### src/pkg/flash_host_pkg.sv
// Constants, types and carriers for the parallel flash erase/status host
// Overview of operation
// - Sector erase: unlock, 80H, unlock, 30H
// - Next sector load within 50us window
// - Done: poll bit 6, toggle steady twice
// - Program poll must read program address
// - Erase poll must read selected sector
// - Take data on read after completion
package flash_host_pkg;

    // ------------------------------------------------------------------
    // Register map
    // ------------------------------------------------------------------
    localparam logic [7:0] OFS_CTRL   = 8'h00;
    localparam logic [7:0] OFS_ADDR   = 8'h04;
    localparam logic [7:0] OFS_WDATA  = 8'h08;
    localparam logic [7:0] OFS_STATUS = 8'h0c;
    localparam logic [7:0] OFS_RDATA  = 8'h10;

    localparam int ST_BIT_BUSY    = 0;
    localparam int ST_BIT_DONE    = 1;
    localparam int ST_BIT_TIMEOUT = 2;
    localparam int ST_BIT_REFUSED = 3;
    localparam int ST_BIT_READY   = 4;
    localparam int ST_BIT_POLL    = 5;
    localparam int ST_BIT_WINDOW  = 6;

    localparam logic [21:0] ADDR_RST  = 22'h000000;
    localparam logic [15:0] WDATA_RST = 16'h0000;

    // ------------------------------------------------------------------
    // Device command codes and unlock cycles
    // ------------------------------------------------------------------
    localparam logic [21:0] UNLOCK_A1 = 22'h000555;
    localparam logic [21:0] UNLOCK_A2 = 22'h0002aa;
    localparam logic [15:0] UNLOCK_D1 = 16'h00aa;
    localparam logic [15:0] UNLOCK_D2 = 16'h0055;
    localparam logic [15:0] CODE_ERASE_SETUP = 16'h0080;
    localparam logic [15:0] CODE_SECTOR      = 16'h0030;
    localparam logic [15:0] CODE_PROGRAM     = 16'h00a0;
    localparam logic [15:0] CODE_SUSPEND     = 16'h00b0;
    localparam logic [15:0] CODE_RESUME      = 16'h0030;
    localparam logic [15:0] CODE_RESET       = 16'h00f0;

    localparam int DQ_POLL    = 7;
    localparam int DQ_TOGGLE1 = 6;
    localparam int DQ_TIMEOUT = 5;
    localparam int DQ_WINDOW  = 3;

    // ------------------------------------------------------------------
    // Timing
    // ------------------------------------------------------------------
    localparam int CLK_PERIOD_NS   = 10;
    localparam int SYNC_STAGES     = 2;
    localparam int T_WE_LOW_NS     = 40;
    localparam int T_WE_HIGH_NS    = 30;
    localparam int T_READ_NS       = 100;
    localparam int T_LOAD_WINDOW_US = 50;
    localparam int WE_LOW_CYC  = (T_WE_LOW_NS + CLK_PERIOD_NS - 1)
                                 / CLK_PERIOD_NS;
    localparam int WE_HIGH_CYC = (T_WE_HIGH_NS + CLK_PERIOD_NS - 1)
                                 / CLK_PERIOD_NS;
    localparam int READ_CYC    = (T_READ_NS + CLK_PERIOD_NS - 1)
                                 / CLK_PERIOD_NS + SYNC_STAGES;
    localparam int LOAD_WINDOW_CYC = T_LOAD_WINDOW_US * 1000
                                     / CLK_PERIOD_NS;

    // ------------------------------------------------------------------
    // Types
    // ------------------------------------------------------------------
    typedef enum logic [3:0] {
        CMD_NONE       = 4'h0,
        CMD_READ       = 4'h1,
        CMD_PROGRAM    = 4'h2,
        CMD_ERASE      = 4'h3,
        CMD_ADD_SECTOR = 4'h4,
        CMD_SUSPEND    = 4'h5,
        CMD_RESUME     = 4'h6,
        CMD_RESET      = 4'h7,
        CMD_POLL       = 4'h8
    } cmd_t;

    typedef struct packed {
        logic        ce_n;
        logic        we_n;
        logic        oe_n;
        logic [21:0] addr;
        logic [15:0] dq;
        logic        dq_oe;
    } flash_out_t;

    typedef struct packed {
        logic        psel;
        logic        penable;
        logic        pwrite;
        logic [7:0]  paddr;
        logic [31:0] pwdata;
    } apb_req_t;

    typedef struct packed {
        logic        pready;
        logic        pslverr;
        logic [31:0] prdata;
    } apb_rsp_t;

endpackage

### src/rtl/flash_erase_host.sv
// Host controller issuing erase, suspend and program sequences and polling
//
// The register addresses and register access over APB were decided locally.
`timescale 1ns/1ns
module flash_erase_host
    import flash_host_pkg::*;
#(
    parameter int LOAD_WINDOW = flash_host_pkg::LOAD_WINDOW_CYC
) (
    // Clock and reset
    input  wire logic                       i_clk_sys,
    input  wire logic                       i_rst_n,
    // APB slave
    input  wire flash_host_pkg::apb_req_t   i_apb,
    output flash_host_pkg::apb_rsp_t        o_apb,
    // Flash pins
    output flash_host_pkg::flash_out_t      o_flash,
    input  wire logic [15:0]                i_flash_dq,
    input  wire logic                       i_ready_busy_n
);
    import flash_host_pkg::*;

    // ------------------------------------------------------------------
    // Pin synchronisers
    // ------------------------------------------------------------------
    logic [16:0] pins_s;

    flash_pin_sync #(.W(17)) flash_pin_sync_inst (
        .i_clk_sys (i_clk_sys),
        .i_rst_n   (i_rst_n),
        .i_pin     ({i_ready_busy_n, i_flash_dq}),
        .o_sync    (pins_s)
    );

    // ------------------------------------------------------------------
    // State
    // ------------------------------------------------------------------
    typedef enum logic [5:0] {
        ST_IDLE   = 6'b000001,
        ST_WSETUP = 6'b000010,
        ST_WLOW   = 6'b000100,
        ST_WHIGH  = 6'b001000,
        ST_RLOW   = 6'b010000,
        ST_REVAL  = 6'b100000
    } state_t;

    state_t      state_q, state_d;
    cmd_t        cmd_q, cmd_d;
    logic [2:0]  step_q, step_d;
    logic [7:0]  cnt_q, cnt_d;
    logic [15:0] win_q, win_d;
    logic [21:0] addr_q, addr_d;
    logic [15:0] wdata_q, wdata_d;
    logic [15:0] rd_q, rd_d;
    logic [15:0] prev_q, prev_d;
    logic        first_q, first_d;
    logic        final_q, final_d;
    logic        q5_q, q5_d;
    logic        done_q, done_d;
    logic        tmo_q, tmo_d;
    logic        ref_q, ref_d;
    flash_out_t  fl_q, fl_d;
    logic [31:0] prdata_q, prdata_d;

    // ------------------------------------------------------------------
    // Command step table
    // ------------------------------------------------------------------
    function automatic logic [37:0] step_word(cmd_t c, logic [2:0] s,
                                              logic [21:0] a,
                                              logic [15:0] d);
        logic [37:0] w;
        w = {a, CODE_RESET};
        unique case (c)
            CMD_PROGRAM: begin
                unique case (s)
                    3'h0:    w = {UNLOCK_A1, UNLOCK_D1};
                    3'h1:    w = {UNLOCK_A2, UNLOCK_D2};
                    3'h2:    w = {UNLOCK_A1, CODE_PROGRAM};
                    default: w = {a, d};
                endcase
            end
            CMD_ERASE: begin
                unique case (s)
                    3'h0, 3'h3: w = {UNLOCK_A1, UNLOCK_D1};
                    3'h1, 3'h4: w = {UNLOCK_A2, UNLOCK_D2};
                    3'h2:       w = {UNLOCK_A1, CODE_ERASE_SETUP};
                    default:    w = {a, CODE_SECTOR};
                endcase
            end
            CMD_ADD_SECTOR: w = {a, CODE_SECTOR};
            CMD_SUSPEND:    w = {a, CODE_SUSPEND};
            CMD_RESUME:     w = {a, CODE_RESUME};
            default:        w = {a, CODE_RESET};
        endcase
        return w;
    endfunction

    logic [2:0]  last_step;
    logic [37:0] sw;
    logic        acc_wr, acc_rd, win_open;
    cmd_t        new_cmd;

    assign last_step = (cmd_q == CMD_PROGRAM) ? 3'h3 :
                       (cmd_q == CMD_ERASE)   ? 3'h5 : 3'h0;
    assign sw      = step_word(cmd_q, step_q, addr_q, wdata_q);
    assign acc_wr  = i_apb.psel & i_apb.penable & i_apb.pwrite;
    assign acc_rd  = i_apb.psel & ~i_apb.penable & ~i_apb.pwrite;
    assign new_cmd = cmd_t'(i_apb.pwdata[3:0]);
    assign win_open = 32'(win_q) + 32'(2) < 32'(LOAD_WINDOW);

    // ------------------------------------------------------------------
    // APB answer
    // ------------------------------------------------------------------
    logic mapped;
    assign mapped = i_apb.paddr inside {OFS_CTRL, OFS_ADDR, OFS_WDATA,
                                        OFS_STATUS, OFS_RDATA};
    // One driver for the whole answer struct
    assign o_apb = '{pready:  i_apb.psel & i_apb.penable,
                     pslverr: i_apb.psel & i_apb.penable & ~mapped,
                     prdata:  prdata_q};
    assign o_flash       = fl_q;

    always_comb begin
        prdata_d = prdata_q;
        if (acc_rd) begin
            prdata_d = 32'h0;
            unique case (i_apb.paddr)
                OFS_CTRL:   prdata_d = {28'h0, cmd_q};
                OFS_ADDR:   prdata_d = {10'h0, addr_q};
                OFS_WDATA:  prdata_d = {16'h0, wdata_q};
                OFS_STATUS: begin
                    prdata_d[ST_BIT_BUSY]    = state_q != ST_IDLE;
                    prdata_d[ST_BIT_DONE]    = done_q;
                    prdata_d[ST_BIT_TIMEOUT] = tmo_q;
                    prdata_d[ST_BIT_REFUSED] = ref_q;
                    prdata_d[ST_BIT_READY]   = pins_s[16];
                    prdata_d[ST_BIT_POLL]    = rd_q[DQ_POLL];
                    prdata_d[ST_BIT_WINDOW]  = rd_q[DQ_WINDOW];
                end
                OFS_RDATA:  prdata_d = {16'h0, rd_q};
                default:    prdata_d = 32'h0;
            endcase
        end
    end

    // ------------------------------------------------------------------
    // Sequencer
    // ------------------------------------------------------------------
    always_comb begin
        state_d = state_q;
        cmd_d   = cmd_q;
        step_d  = step_q;
        cnt_d   = cnt_q;
        win_d   = (win_q == 16'hffff) ? win_q : win_q + 16'h1;
        addr_d  = addr_q;
        wdata_d = wdata_q;
        rd_d    = rd_q;
        prev_d  = prev_q;
        first_d = first_q;
        final_d = final_q;
        q5_d    = q5_q;
        done_d  = done_q;
        tmo_d   = tmo_q;
        ref_d   = ref_q;
        fl_d    = fl_q;
        if (acc_wr && i_apb.paddr == OFS_ADDR && state_q == ST_IDLE)
            addr_d = i_apb.pwdata[21:0];
        if (acc_wr && i_apb.paddr == OFS_WDATA && state_q == ST_IDLE)
            wdata_d = i_apb.pwdata[15:0];
        unique case (state_q)
            ST_IDLE: begin
                fl_d = '{ce_n: 1'b1, we_n: 1'b1, oe_n: 1'b1,
                         addr: addr_q, dq: 16'h0, dq_oe: 1'b0};
                if (acc_wr && i_apb.paddr == OFS_CTRL) begin
                    done_d  = 1'b0;
                    tmo_d   = 1'b0;
                    ref_d   = 1'b0;
                    cmd_d   = new_cmd;
                    step_d  = 3'h0;
                    first_d = 1'b1;
                    q5_d    = 1'b0;
                    final_d = new_cmd == CMD_READ;
                    if (new_cmd == CMD_ADD_SECTOR && !win_open)
                        ref_d = 1'b1;
                    else if (new_cmd == CMD_READ || new_cmd == CMD_POLL)
                        state_d = ST_RLOW;
                    else if (new_cmd != CMD_NONE && new_cmd <= CMD_RESET)
                        state_d = ST_WSETUP;
                    cnt_d = 8'h0;
                end
            end
            ST_WSETUP: begin
                // Address and code set before strobes
                fl_d.addr  = sw[37:16];
                fl_d.dq    = sw[15:0];
                fl_d.dq_oe = 1'b1;
                state_d    = ST_WLOW;
            end
            ST_WLOW: begin
                fl_d.ce_n = 1'b0;
                fl_d.we_n = 1'b0;
                cnt_d     = cnt_q + 8'h1;
                if (32'(cnt_q) + 1 >= WE_LOW_CYC) begin
                    state_d   = ST_WHIGH;
                    cnt_d     = 8'h0;
                    fl_d.ce_n = 1'b1;
                    fl_d.we_n = 1'b1;
                    if (step_q == last_step && (cmd_q == CMD_ERASE ||
                        cmd_q == CMD_ADD_SECTOR))
                        win_d = 16'h0;
                end
            end
            ST_WHIGH: begin
                cnt_d = cnt_q + 8'h1;
                if (32'(cnt_q) + 1 >= WE_HIGH_CYC) begin
                    cnt_d      = 8'h0;
                    fl_d.dq_oe = 1'b0;
                    if (step_q == last_step) begin
                        state_d = ST_IDLE;
                        done_d  = 1'b1;
                    end else begin
                        step_d  = step_q + 3'h1;
                        state_d = ST_WSETUP;
                    end
                end
            end
            ST_RLOW: begin
                // Status read at the held address
                fl_d.addr = addr_q;
                fl_d.ce_n = 1'b0;
                fl_d.oe_n = 1'b0;
                cnt_d     = cnt_q + 8'h1;
                if (32'(cnt_q) + 1 >= READ_CYC) begin
                    rd_d      = pins_s[15:0];
                    cnt_d     = 8'h0;
                    fl_d.ce_n = 1'b1;
                    fl_d.oe_n = 1'b1;
                    state_d   = ST_REVAL;
                end
            end
            ST_REVAL: begin
                state_d = ST_RLOW;
                prev_d  = rd_q;
                first_d = 1'b0;
                // Data kept from read after completion
                if (final_q) begin
                    state_d = ST_IDLE;
                    done_d  = 1'b1;
                end else if (first_q) begin
                    first_d = 1'b0;
                // Toggle steady over two reads ends poll
                end else if (rd_q[DQ_TOGGLE1] == prev_q[DQ_TOGGLE1]) begin
                    final_d = 1'b1;
                end else if (q5_q) begin
                    state_d = ST_IDLE;
                    tmo_d   = 1'b1;
                end else begin
                    q5_d = rd_q[DQ_TIMEOUT];
                end
            end
            default: state_d = ST_IDLE;
        endcase
    end

    always_ff @(posedge i_clk_sys or negedge i_rst_n) begin
        if (!i_rst_n) begin
            state_q  <= ST_IDLE;
            cmd_q    <= CMD_NONE;
            step_q   <= 3'h0;
            cnt_q    <= 8'h0;
            win_q    <= 16'hffff;
            addr_q   <= ADDR_RST;
            wdata_q  <= WDATA_RST;
            rd_q     <= 16'h0;
            prev_q   <= 16'h0;
            first_q  <= 1'b0;
            final_q  <= 1'b0;
            q5_q     <= 1'b0;
            done_q   <= 1'b0;
            tmo_q    <= 1'b0;
            ref_q    <= 1'b0;
            fl_q     <= '{ce_n: 1'b1, we_n: 1'b1, oe_n: 1'b1,
                          addr: 22'h0, dq: 16'h0, dq_oe: 1'b0};
            prdata_q <= 32'h0;
        end else begin
            state_q  <= state_d;
            cmd_q    <= cmd_d;
            step_q   <= step_d;
            cnt_q    <= cnt_d;
            win_q    <= win_d;
            addr_q   <= addr_d;
            wdata_q  <= wdata_d;
            rd_q     <= rd_d;
            prev_q   <= prev_d;
            first_q  <= first_d;
            final_q  <= final_d;
            q5_q     <= q5_d;
            done_q   <= done_d;
            tmo_q    <= tmo_d;
            ref_q    <= ref_d;
            fl_q     <= fl_d;
            prdata_q <= prdata_d;
        end
    end
endmodule

### src/rtl/flash_pin_sync.sv
// Two-stage synchroniser for flash input pins
`timescale 1ns/1ns
module flash_pin_sync #(
    parameter int W = 1
) (
    // Clock and reset
    input  wire logic         i_clk_sys,
    input  wire logic         i_rst_n,
    // Pins in, synchronised out
    input  wire logic [W-1:0] i_pin,
    output logic      [W-1:0] o_sync
);
    logic [W-1:0] meta_q;
    logic [W-1:0] sync_q;

    always_ff @(posedge i_clk_sys or negedge i_rst_n) begin
        if (!i_rst_n) begin
            meta_q <= '0;
            sync_q <= '0;
        end else begin
            meta_q <= i_pin;
            sync_q <= meta_q;
        end
    end

    assign o_sync = sync_q;
endmodule

### config.mk
export PLATFORM = sky130hd
export DESIGN_NAME = flash_erase_host
export DESIGN_NICKNAME = d
export VERILOG_FILES = /design/src/pkg/flash_host_pkg.sv /design/src/rtl/flash_erase_host.sv /design/src/rtl/flash_pin_sync.sv
export SDC_FILE = /design/constraint.sdc
export NUM_CORES = 1
export LEC_CHECK = 0
export ABC_AREA = 0
export BUFFER_PORTS_ARGS = -buffer_cell sky130_fd_sc_hd__buf_2
export CORE_ASPECT_RATIO = 0.6
export CORE_MARGIN = 4
export CORE_UTILIZATION = 53
export CTS_BUF_LIST = sky130_fd_sc_hd__clkbuf_4 sky130_fd_sc_hd__clkbuf_8
export DETAILED_ROUTE_END_ITERATION = 8
export PLACE_DENSITY = 0.88
export SYNTH_ARGS = -nofsm -noshare
export SYNTH_HDL_FRONTEND = slang
export SYNTH_SLANG_ARGS = --single-unit
### constraint.sdc
create_clock -name i_clk_sys -period 2.1 [get_ports i_clk_sys]
set_input_delay 0.105 -clock i_clk_sys [delete_from_list [all_inputs] [get_ports i_clk_sys]]
set_output_delay 0.105 -clock i_clk_sys [all_outputs]
set_load 0.01 [all_outputs]
---- After elaboration in Yosys (flattened, before gate mapping) ----
Cells that the tools add are included.
storage, ports and cells
  bits in registers ....................... 212
  bits of input ports ..................... 62
  output and inout port bits .............. 76
  logic and storage cells ................. 185
operators by class
  add/sub/neg operators ................... 5
  $lt $le $gt $ge ......................... 5
  eq/ne operators ......................... 39
  multiplexer cells ....................... 65
  bitwise operators ....................... 8
  reductions and logical operators ........ 39
operator list
  operator                 number
  $pmux W38 S3             2
  $pmux W38 S4             1
  $mux W16                 4
  $pmux W15 S3             1
  $pmux W22 S2             1
  $mux W6                  7
  $pmux W6 S6              1
  $pmux W7 S5              1
  $ge A32 B2 Y1 const B    1
  $ge A32 B3 Y1 const B    1
  $mux W8                  4
  $pmux W16 S2             1
  $pmux W8 S4              1
  $ne A2 B2 Y1 const B     11
  $mux W1                  20
  $mux W5                  4
  $add A16 B2 Y17 const B  1
  $lt A17 B13 Y1 const B   1
  $add A16 B1 Y16 const B  1
  $eq A16 B16 Y1 const B   1
  $eq A4 B3 Y1 const B     4
  $eq A8 B4 Y1 const B     2
  $mux W3                  5
  $pmux W1 S2              6
  other kinds (43)         79

---- Longest topological paths before layout ----
  word-level depth ........................ 8
  gate-level depth with buffers ........... 9
  mapped depth without buffers ............ 8

---- Cells and area by module ----
From an unflattened synthesis, not the netlist that was laid out.
second synthesis, totals
  cells, all modules ...................... 759
  area total of the unflattened synthesis .. 8683.3 sq um
modules (own cells, without submodules)
  module            instances  cells an instance  area an instance (sq um)  seq. area each (sq um)
  flash_erase_host  1          725                7832.5                    4078.9
  flash_pin_sync    1          34                 850.8                     850.8

---- Worst setup path after synthesis ----
Ideal clock, no wire load.
  kind .................................... reg-to-reg
  start ................................... register cnt_q[0]
  end ..................................... register rd_q[10]
  setup time .............................. 0.125 ns
  arrival time ............................ 2.066 ns
  required time ........................... 1.975 ns
  setup slack ............................. -0.091 ns
  cell stages (with the launch flop) ...... 9
  buffers on the path ..................... 1
  period minus slack after synthesis ...... 2.191 ns
  path through ............................ dfrtp_1 -> ha_1 -> and4_4 -> o21ai_2 -> a31oi_4 -> nor2_2 -> a21oi_4 -> buf_4 -> mux2_2
between the ends
  word-level cells in the longest chain between the ends .. 3
RTL lines
  what                                line                     source
  from (decl)                         flash_erase_host.sv:50   logic [7:0] cnt_q, cnt_d;
  from (signal assigned)              flash_erase_host.sv:289  cnt_q <= cnt_d;
  $add A8 B1 Y9                       flash_erase_host.sv:233  if (32'(cnt_q) + 1 >= READ_CYC) begin
  $ge A9 B4 Y1                        flash_erase_host.sv:233
  $reduce_and A2 Y1 (no source line)  n/a
  to (signal assigned)                flash_erase_host.sv:293  rd_q <= rd_d;
  to (decl)                           flash_erase_host.sv:54   logic [15:0] rd_q, rd_d;
No other way between the ends.
A chain may end at the register's enable or synchronous reset.

---- Worst setup path in the final report ----
  start ................................... register cnt_q[1]
  end ..................................... register rd_q[0]
Same word-level chain as after synthesis.

==> parameters.txt <==
Parameter                              Value

Clock tree
  TritonCTS clock tree ... done
  Clock latency of the later-clocked register in the worst-skew pair ... 0.50 ns
  Sink count of the clock tree ... 196
  Library cell used as clock root buffer ... sky130_fd_sc_hd__clkbuf_8
  Maximum buffer depth of the clock tree ... 2
  Clock slew at reported path FFs ... 0.11 ns
  Number of CTS-inserted buffers ... 17
  H-tree depth ... 4

Global routing
  Vias in the first global route ... 6988
  GRT Overall Usage ... 0.268
  Wire length of the first global-routing pass ... 38.8 mm
  Initial antenna violation count ... 1
  Largest net degree at the start of global routing ... 62
  Overflow after GRT ... 0

Cells and area
  Footprint of the multi-input gates ... 3700 um^2
  Proportion of layout cells with a drive suffix above 1 ... 0.351
  Area added between synthesis and finish ... 25.6%
  Seq. cell area ... 4940 um^2
  Non-filler cells, final ... 1177
  Final net count ... 1031
  Cell area after layout ... 10900 um^2
  Layout filler cell count ... 1014
  Number of antenna cells inserted ... 0

Detailed routing
  Final antenna-violating net count ... 0
  Wire length after detailed routing ... 25.1 mm
  Mean number of vias per cell ... 6.15
  Post-route DRC violation count ... 0
  Average wire per standard cell ... 21.3 um
  Detailed router's first-iteration violation count ... 1052
  Via total after detailed routing ... 7243
  Pre-antenna DRT Iters ... 7

Critical path
  Required time of the worst setup path ... 2.47 ns
  WS Path Type ... reg -> reg
  Library cell contributing the largest single delay on the critical path ... sky130_fd_sc_hd__dfrtp_1
  Worst Path Max Fanout ... 17
  Worst path max stage delay ... 0.42 ns
  Sort of element at the start of the critical path ... flip-flop
  Gate family responsible for the most delay along the worst path ... compound AO/OA/AOI/OAI gates
  Category of the worst setup path capture point ... flip-flop
  Arrival time of the worst setup path ... 2.51 ns
  Number of buffers and inverters on the critical path ... 2
  CP Cell Sequence ... ha_4 -> buf_4 -> and4_4 -> a22oi_2 -> nor2_4 -> a21oi_4 -> buf_12 -> mux2_2

Timing
  F_max ... 468 MHz
  Post-route clock period utilization ... 1.02
  Worst Slack Setup Final ... -0.0367 ns
  Unrepaired setup endpoints after global routing ... true
  Worst clock skew on the final layout ... 0.0349 ns
  Count of final setup violators ... 10
  Fin crit period ... 2.14 ns
  Final hold violation count ... 0
  Max-slew violation count ... 0
  Max-slew headroom ... 0.450
  Worst-margin pin slew ... 0.819 ns
  Final setup TNS ... -0.116 ns

Outcome
  Violated checks ... setup timing
  Status ... complete, but fails checks

Synthesis
  Avg Cell Area, Syn ... 11.5 um^2
  Warnings, synthesis ... 0
  Cells after synthesis ... 755
  Portion of the post-synthesis area used by sequential elements ... 0.567
  Multiplexer share of the synthesized area ... 0.0828
  Combined area of all synthesized cells ... 8690 um^2
  Complex-gate fraction of the synthesized area ... 0.137
  Count of flip-flops with a built-in enable after synthesis ... 0
  Share of synthesized flip-flops with an asynchronous set or reset ... 1.00
  Number of distinct library cells after synthesis ... 73
  Synth Flop Type ... sky130_fd_sc_hd__dfrtp_1
  Area share of fa/ha/maj cells after synthesis ... 0.0115
  Main combinational cell family by area after synthesis ... simple AND/OR/NAND/NOR gates
  Synthesized-area fraction occupied by and/or/nand/nor cells ... 0.152
  Xor/xnor share of the synthesized area ... 0.0191
  Number of synthesized register bits ... 196

Floorplan
  Row count ... 35
  Starting Density ... 0.553
  Total Die Area ... 18600 um^2
  Top Ports ... 138
  DIE WIDTH ... 173 um
  Die H ... 107 um
  Placeable core region ... 15700 um^2

Placement
  Global placement routability congestion ... 0.977
  Count of port buffers added during placement ... 117
  Total placed instance area ... 9820 um^2
  Number of placed instances with taps included ... 1095
  Final HPWL from detailed placement ... 16.9 mm

Pwr
  Leak ... 5.22 nW
  Post-route total power ... 8.59 mW
  Power density over cell area ... 787 nW/um^2
  Largest voltage drop on the vdd net ... 0.459 mV

Hold path
  Class of the most critical hold timing path ... in -> reg

Run
  Max Cap Viol ... 0
routing by layer:
| layer | routed length, um | global-route usage | vias up |
|---|---|---|---|
| li1 | - | - | 3139 |
| met1 | 10800 | 0.403 | 3564 |
| met2 | 10500 | 0.367 | 483 |
| met3 | 3270 | 0.0976 | 55 |
| met4 | 432 | 0.0649 | 2 |
| met5 | 13 | 0 | - |
sequential cells by signal, indices dropped and copies added, names as in the netlist, 4 cells and up:
name,cells
addr_q,22
cmd_q,4
cnt_q,8
flash_pin_sync_inst.meta_q,17
flash_pin_sync_inst.o_sync,17
o_flash,42
prdata_q,22
rd_q,16
state_q,6
wdata_q,16
win_q,16
cell type report:
type                       instances  area share
clock inverter                    14      0.0165
timing repair buffer             218       0.143
clock buffer                      18      0.0227
sequential                       196       0.452
inverter                           9     0.00309
multi-input combinational        519       0.339
tap                              203      0.0233
synth_stat cells, drive strengths merged, types with 7 or more instances:
cell,n,share of area
nor2,60,0.026
a222oi,11,0.013
nor2b,7,0.0050
dfstp,20,0.060
nor3,11,0.0075
a31oi,7,0.0068
clkbuf,14,0.0060
ha,8,0.012
o21ai,54,0.032
and3,7,0.0050
and2,10,0.0072
a22o,24,0.024
mux2,61,0.079
xnor2,7,0.0071
nor4,8,0.012
nand2,80,0.035
nand3,24,0.014
xor2,12,0.012
nand3b,7,0.0060
a21oi,27,0.017
dfrtp,176,0.51
nand4,11,0.0086
buf,26,0.020
inv,9,0.0039
worst paths after layout:
check                      depth (start not counted)                     startpoint                             to  slack, ns
setup / recovery                                   8                       cnt_q[1]                        rd_q[0]      -0.04
hold reg to reg                                    0  flash_pin_sync_inst.meta_q[5]  flash_pin_sync_inst.o_sync[5]       0.36
min in group asynchronous                          2                        i_rst_n                     o_flash[8]       0.14
max in group asynchronous                          3                        i_rst_n                      win_q[11]       1.24
hold / removal                                     5                      i_apb[39]                          ref_q       0.13
setup reg to reg                                   8                       cnt_q[1]                        rd_q[0]      -0.04
layout by cell type, fill, tap and decap left out, types with 6 or more instances in the layout:
master,synthesis,routed
sky130_fd_sc_hd__xor2_1,12,12
sky130_fd_sc_hd__nor2b_1,7,7
sky130_fd_sc_hd__nor3_1,9,8
sky130_fd_sc_hd__clkinv_8,0,6
sky130_fd_sc_hd__a21o_1,6,6
sky130_fd_sc_hd__a222oi_1,11,11
sky130_fd_sc_hd__o21ai_0,50,47
sky130_fd_sc_hd__nand3b_1,7,7
sky130_fd_sc_hd__buf_12,0,7
sky130_fd_sc_hd__buf_2,8,116
sky130_fd_sc_hd__a22o_1,24,24
sky130_fd_sc_hd__inv_1,9,9
sky130_fd_sc_hd__conb_1,1,10
sky130_fd_sc_hd__nand3_1,24,23
sky130_fd_sc_hd__mux2_2,61,46
sky130_fd_sc_hd__a21oi_1,26,25
sky130_fd_sc_hd__xnor2_1,7,7
sky130_fd_sc_hd__clkbuf_8,0,19
sky130_fd_sc_hd__dfstp_2,20,20
sky130_fd_sc_hd__nor2_1,59,59
sky130_fd_sc_hd__dlygate4sd3_1,0,40
sky130_fd_sc_hd__nand2_1,80,79
sky130_fd_sc_hd__nand4_1,10,10
sky130_fd_sc_hd__and3_1,7,7
sky130_fd_sc_hd__buf_4,16,52
sky130_fd_sc_hd__and2_1,10,8
sky130_fd_sc_hd__o211ai_1,6,6
sky130_fd_sc_hd__dfrtp_1,176,171
sky130_fd_sc_hd__mux2_4,0,15
through the flow:
stage / worst slack (ns) / utilization / hold slack [ns]
2_1_floorplan: 0.00214 / - / -0.191
3_3_place_gp: 0.0131 / 0.625 / 0.113
3_5_place_dp: -0.0856 / 0.625 / 0.114
4_1_cts: 0.000926 / 0.680 / 0.101
5_1_grt: -0.114 / 0.694 / 0.152
6_report: -0.0367 / 0.694 / 0.128
what timing repair did:
item	CTS	global route
buffers inserted	1	8
pin swaps	3	17
hold buffers	40	0
gates resized for setup	6	41
endpoints found under the hold margin	122	0
setup endpoints to repair	20	124
gates cloned	0	1
worst register-to-register path, delay by kind of cell, from the launching register on:
kind / cells / cell delay [ns]
buf+inv: 2 / 0.33
flops: 1 / 0.42
compound gates: 2 / 0.49
mux: 1 / 0.36
fa+ha+maj: 1 / 0.18
simple gates: 2 / 0.26
cell families (layout without fill, tap and decap cells):
logic type | Yosys count | count (layout)
compound gates | 168 | 168
simple gates | 251 | 251
xor+xnor | 19 | 19
mux | 63 | 63
buf+inv | 49 | 259
other cells | 1 | 10
flops | 196 | 196
fa+ha+maj | 8 | 8
power by group:
group | total [mW] | switching (mW) | internal (mW)
Sequential | 4.20 | 0.191 | 4.01
Combinational | 1.84 | 1.12 | 0.720
Clock | 2.55 | 1.59 | 0.957
Total | 8.59 | 2.90 | 5.69
No activity file was read; power rests on OpenSTA's default activity.
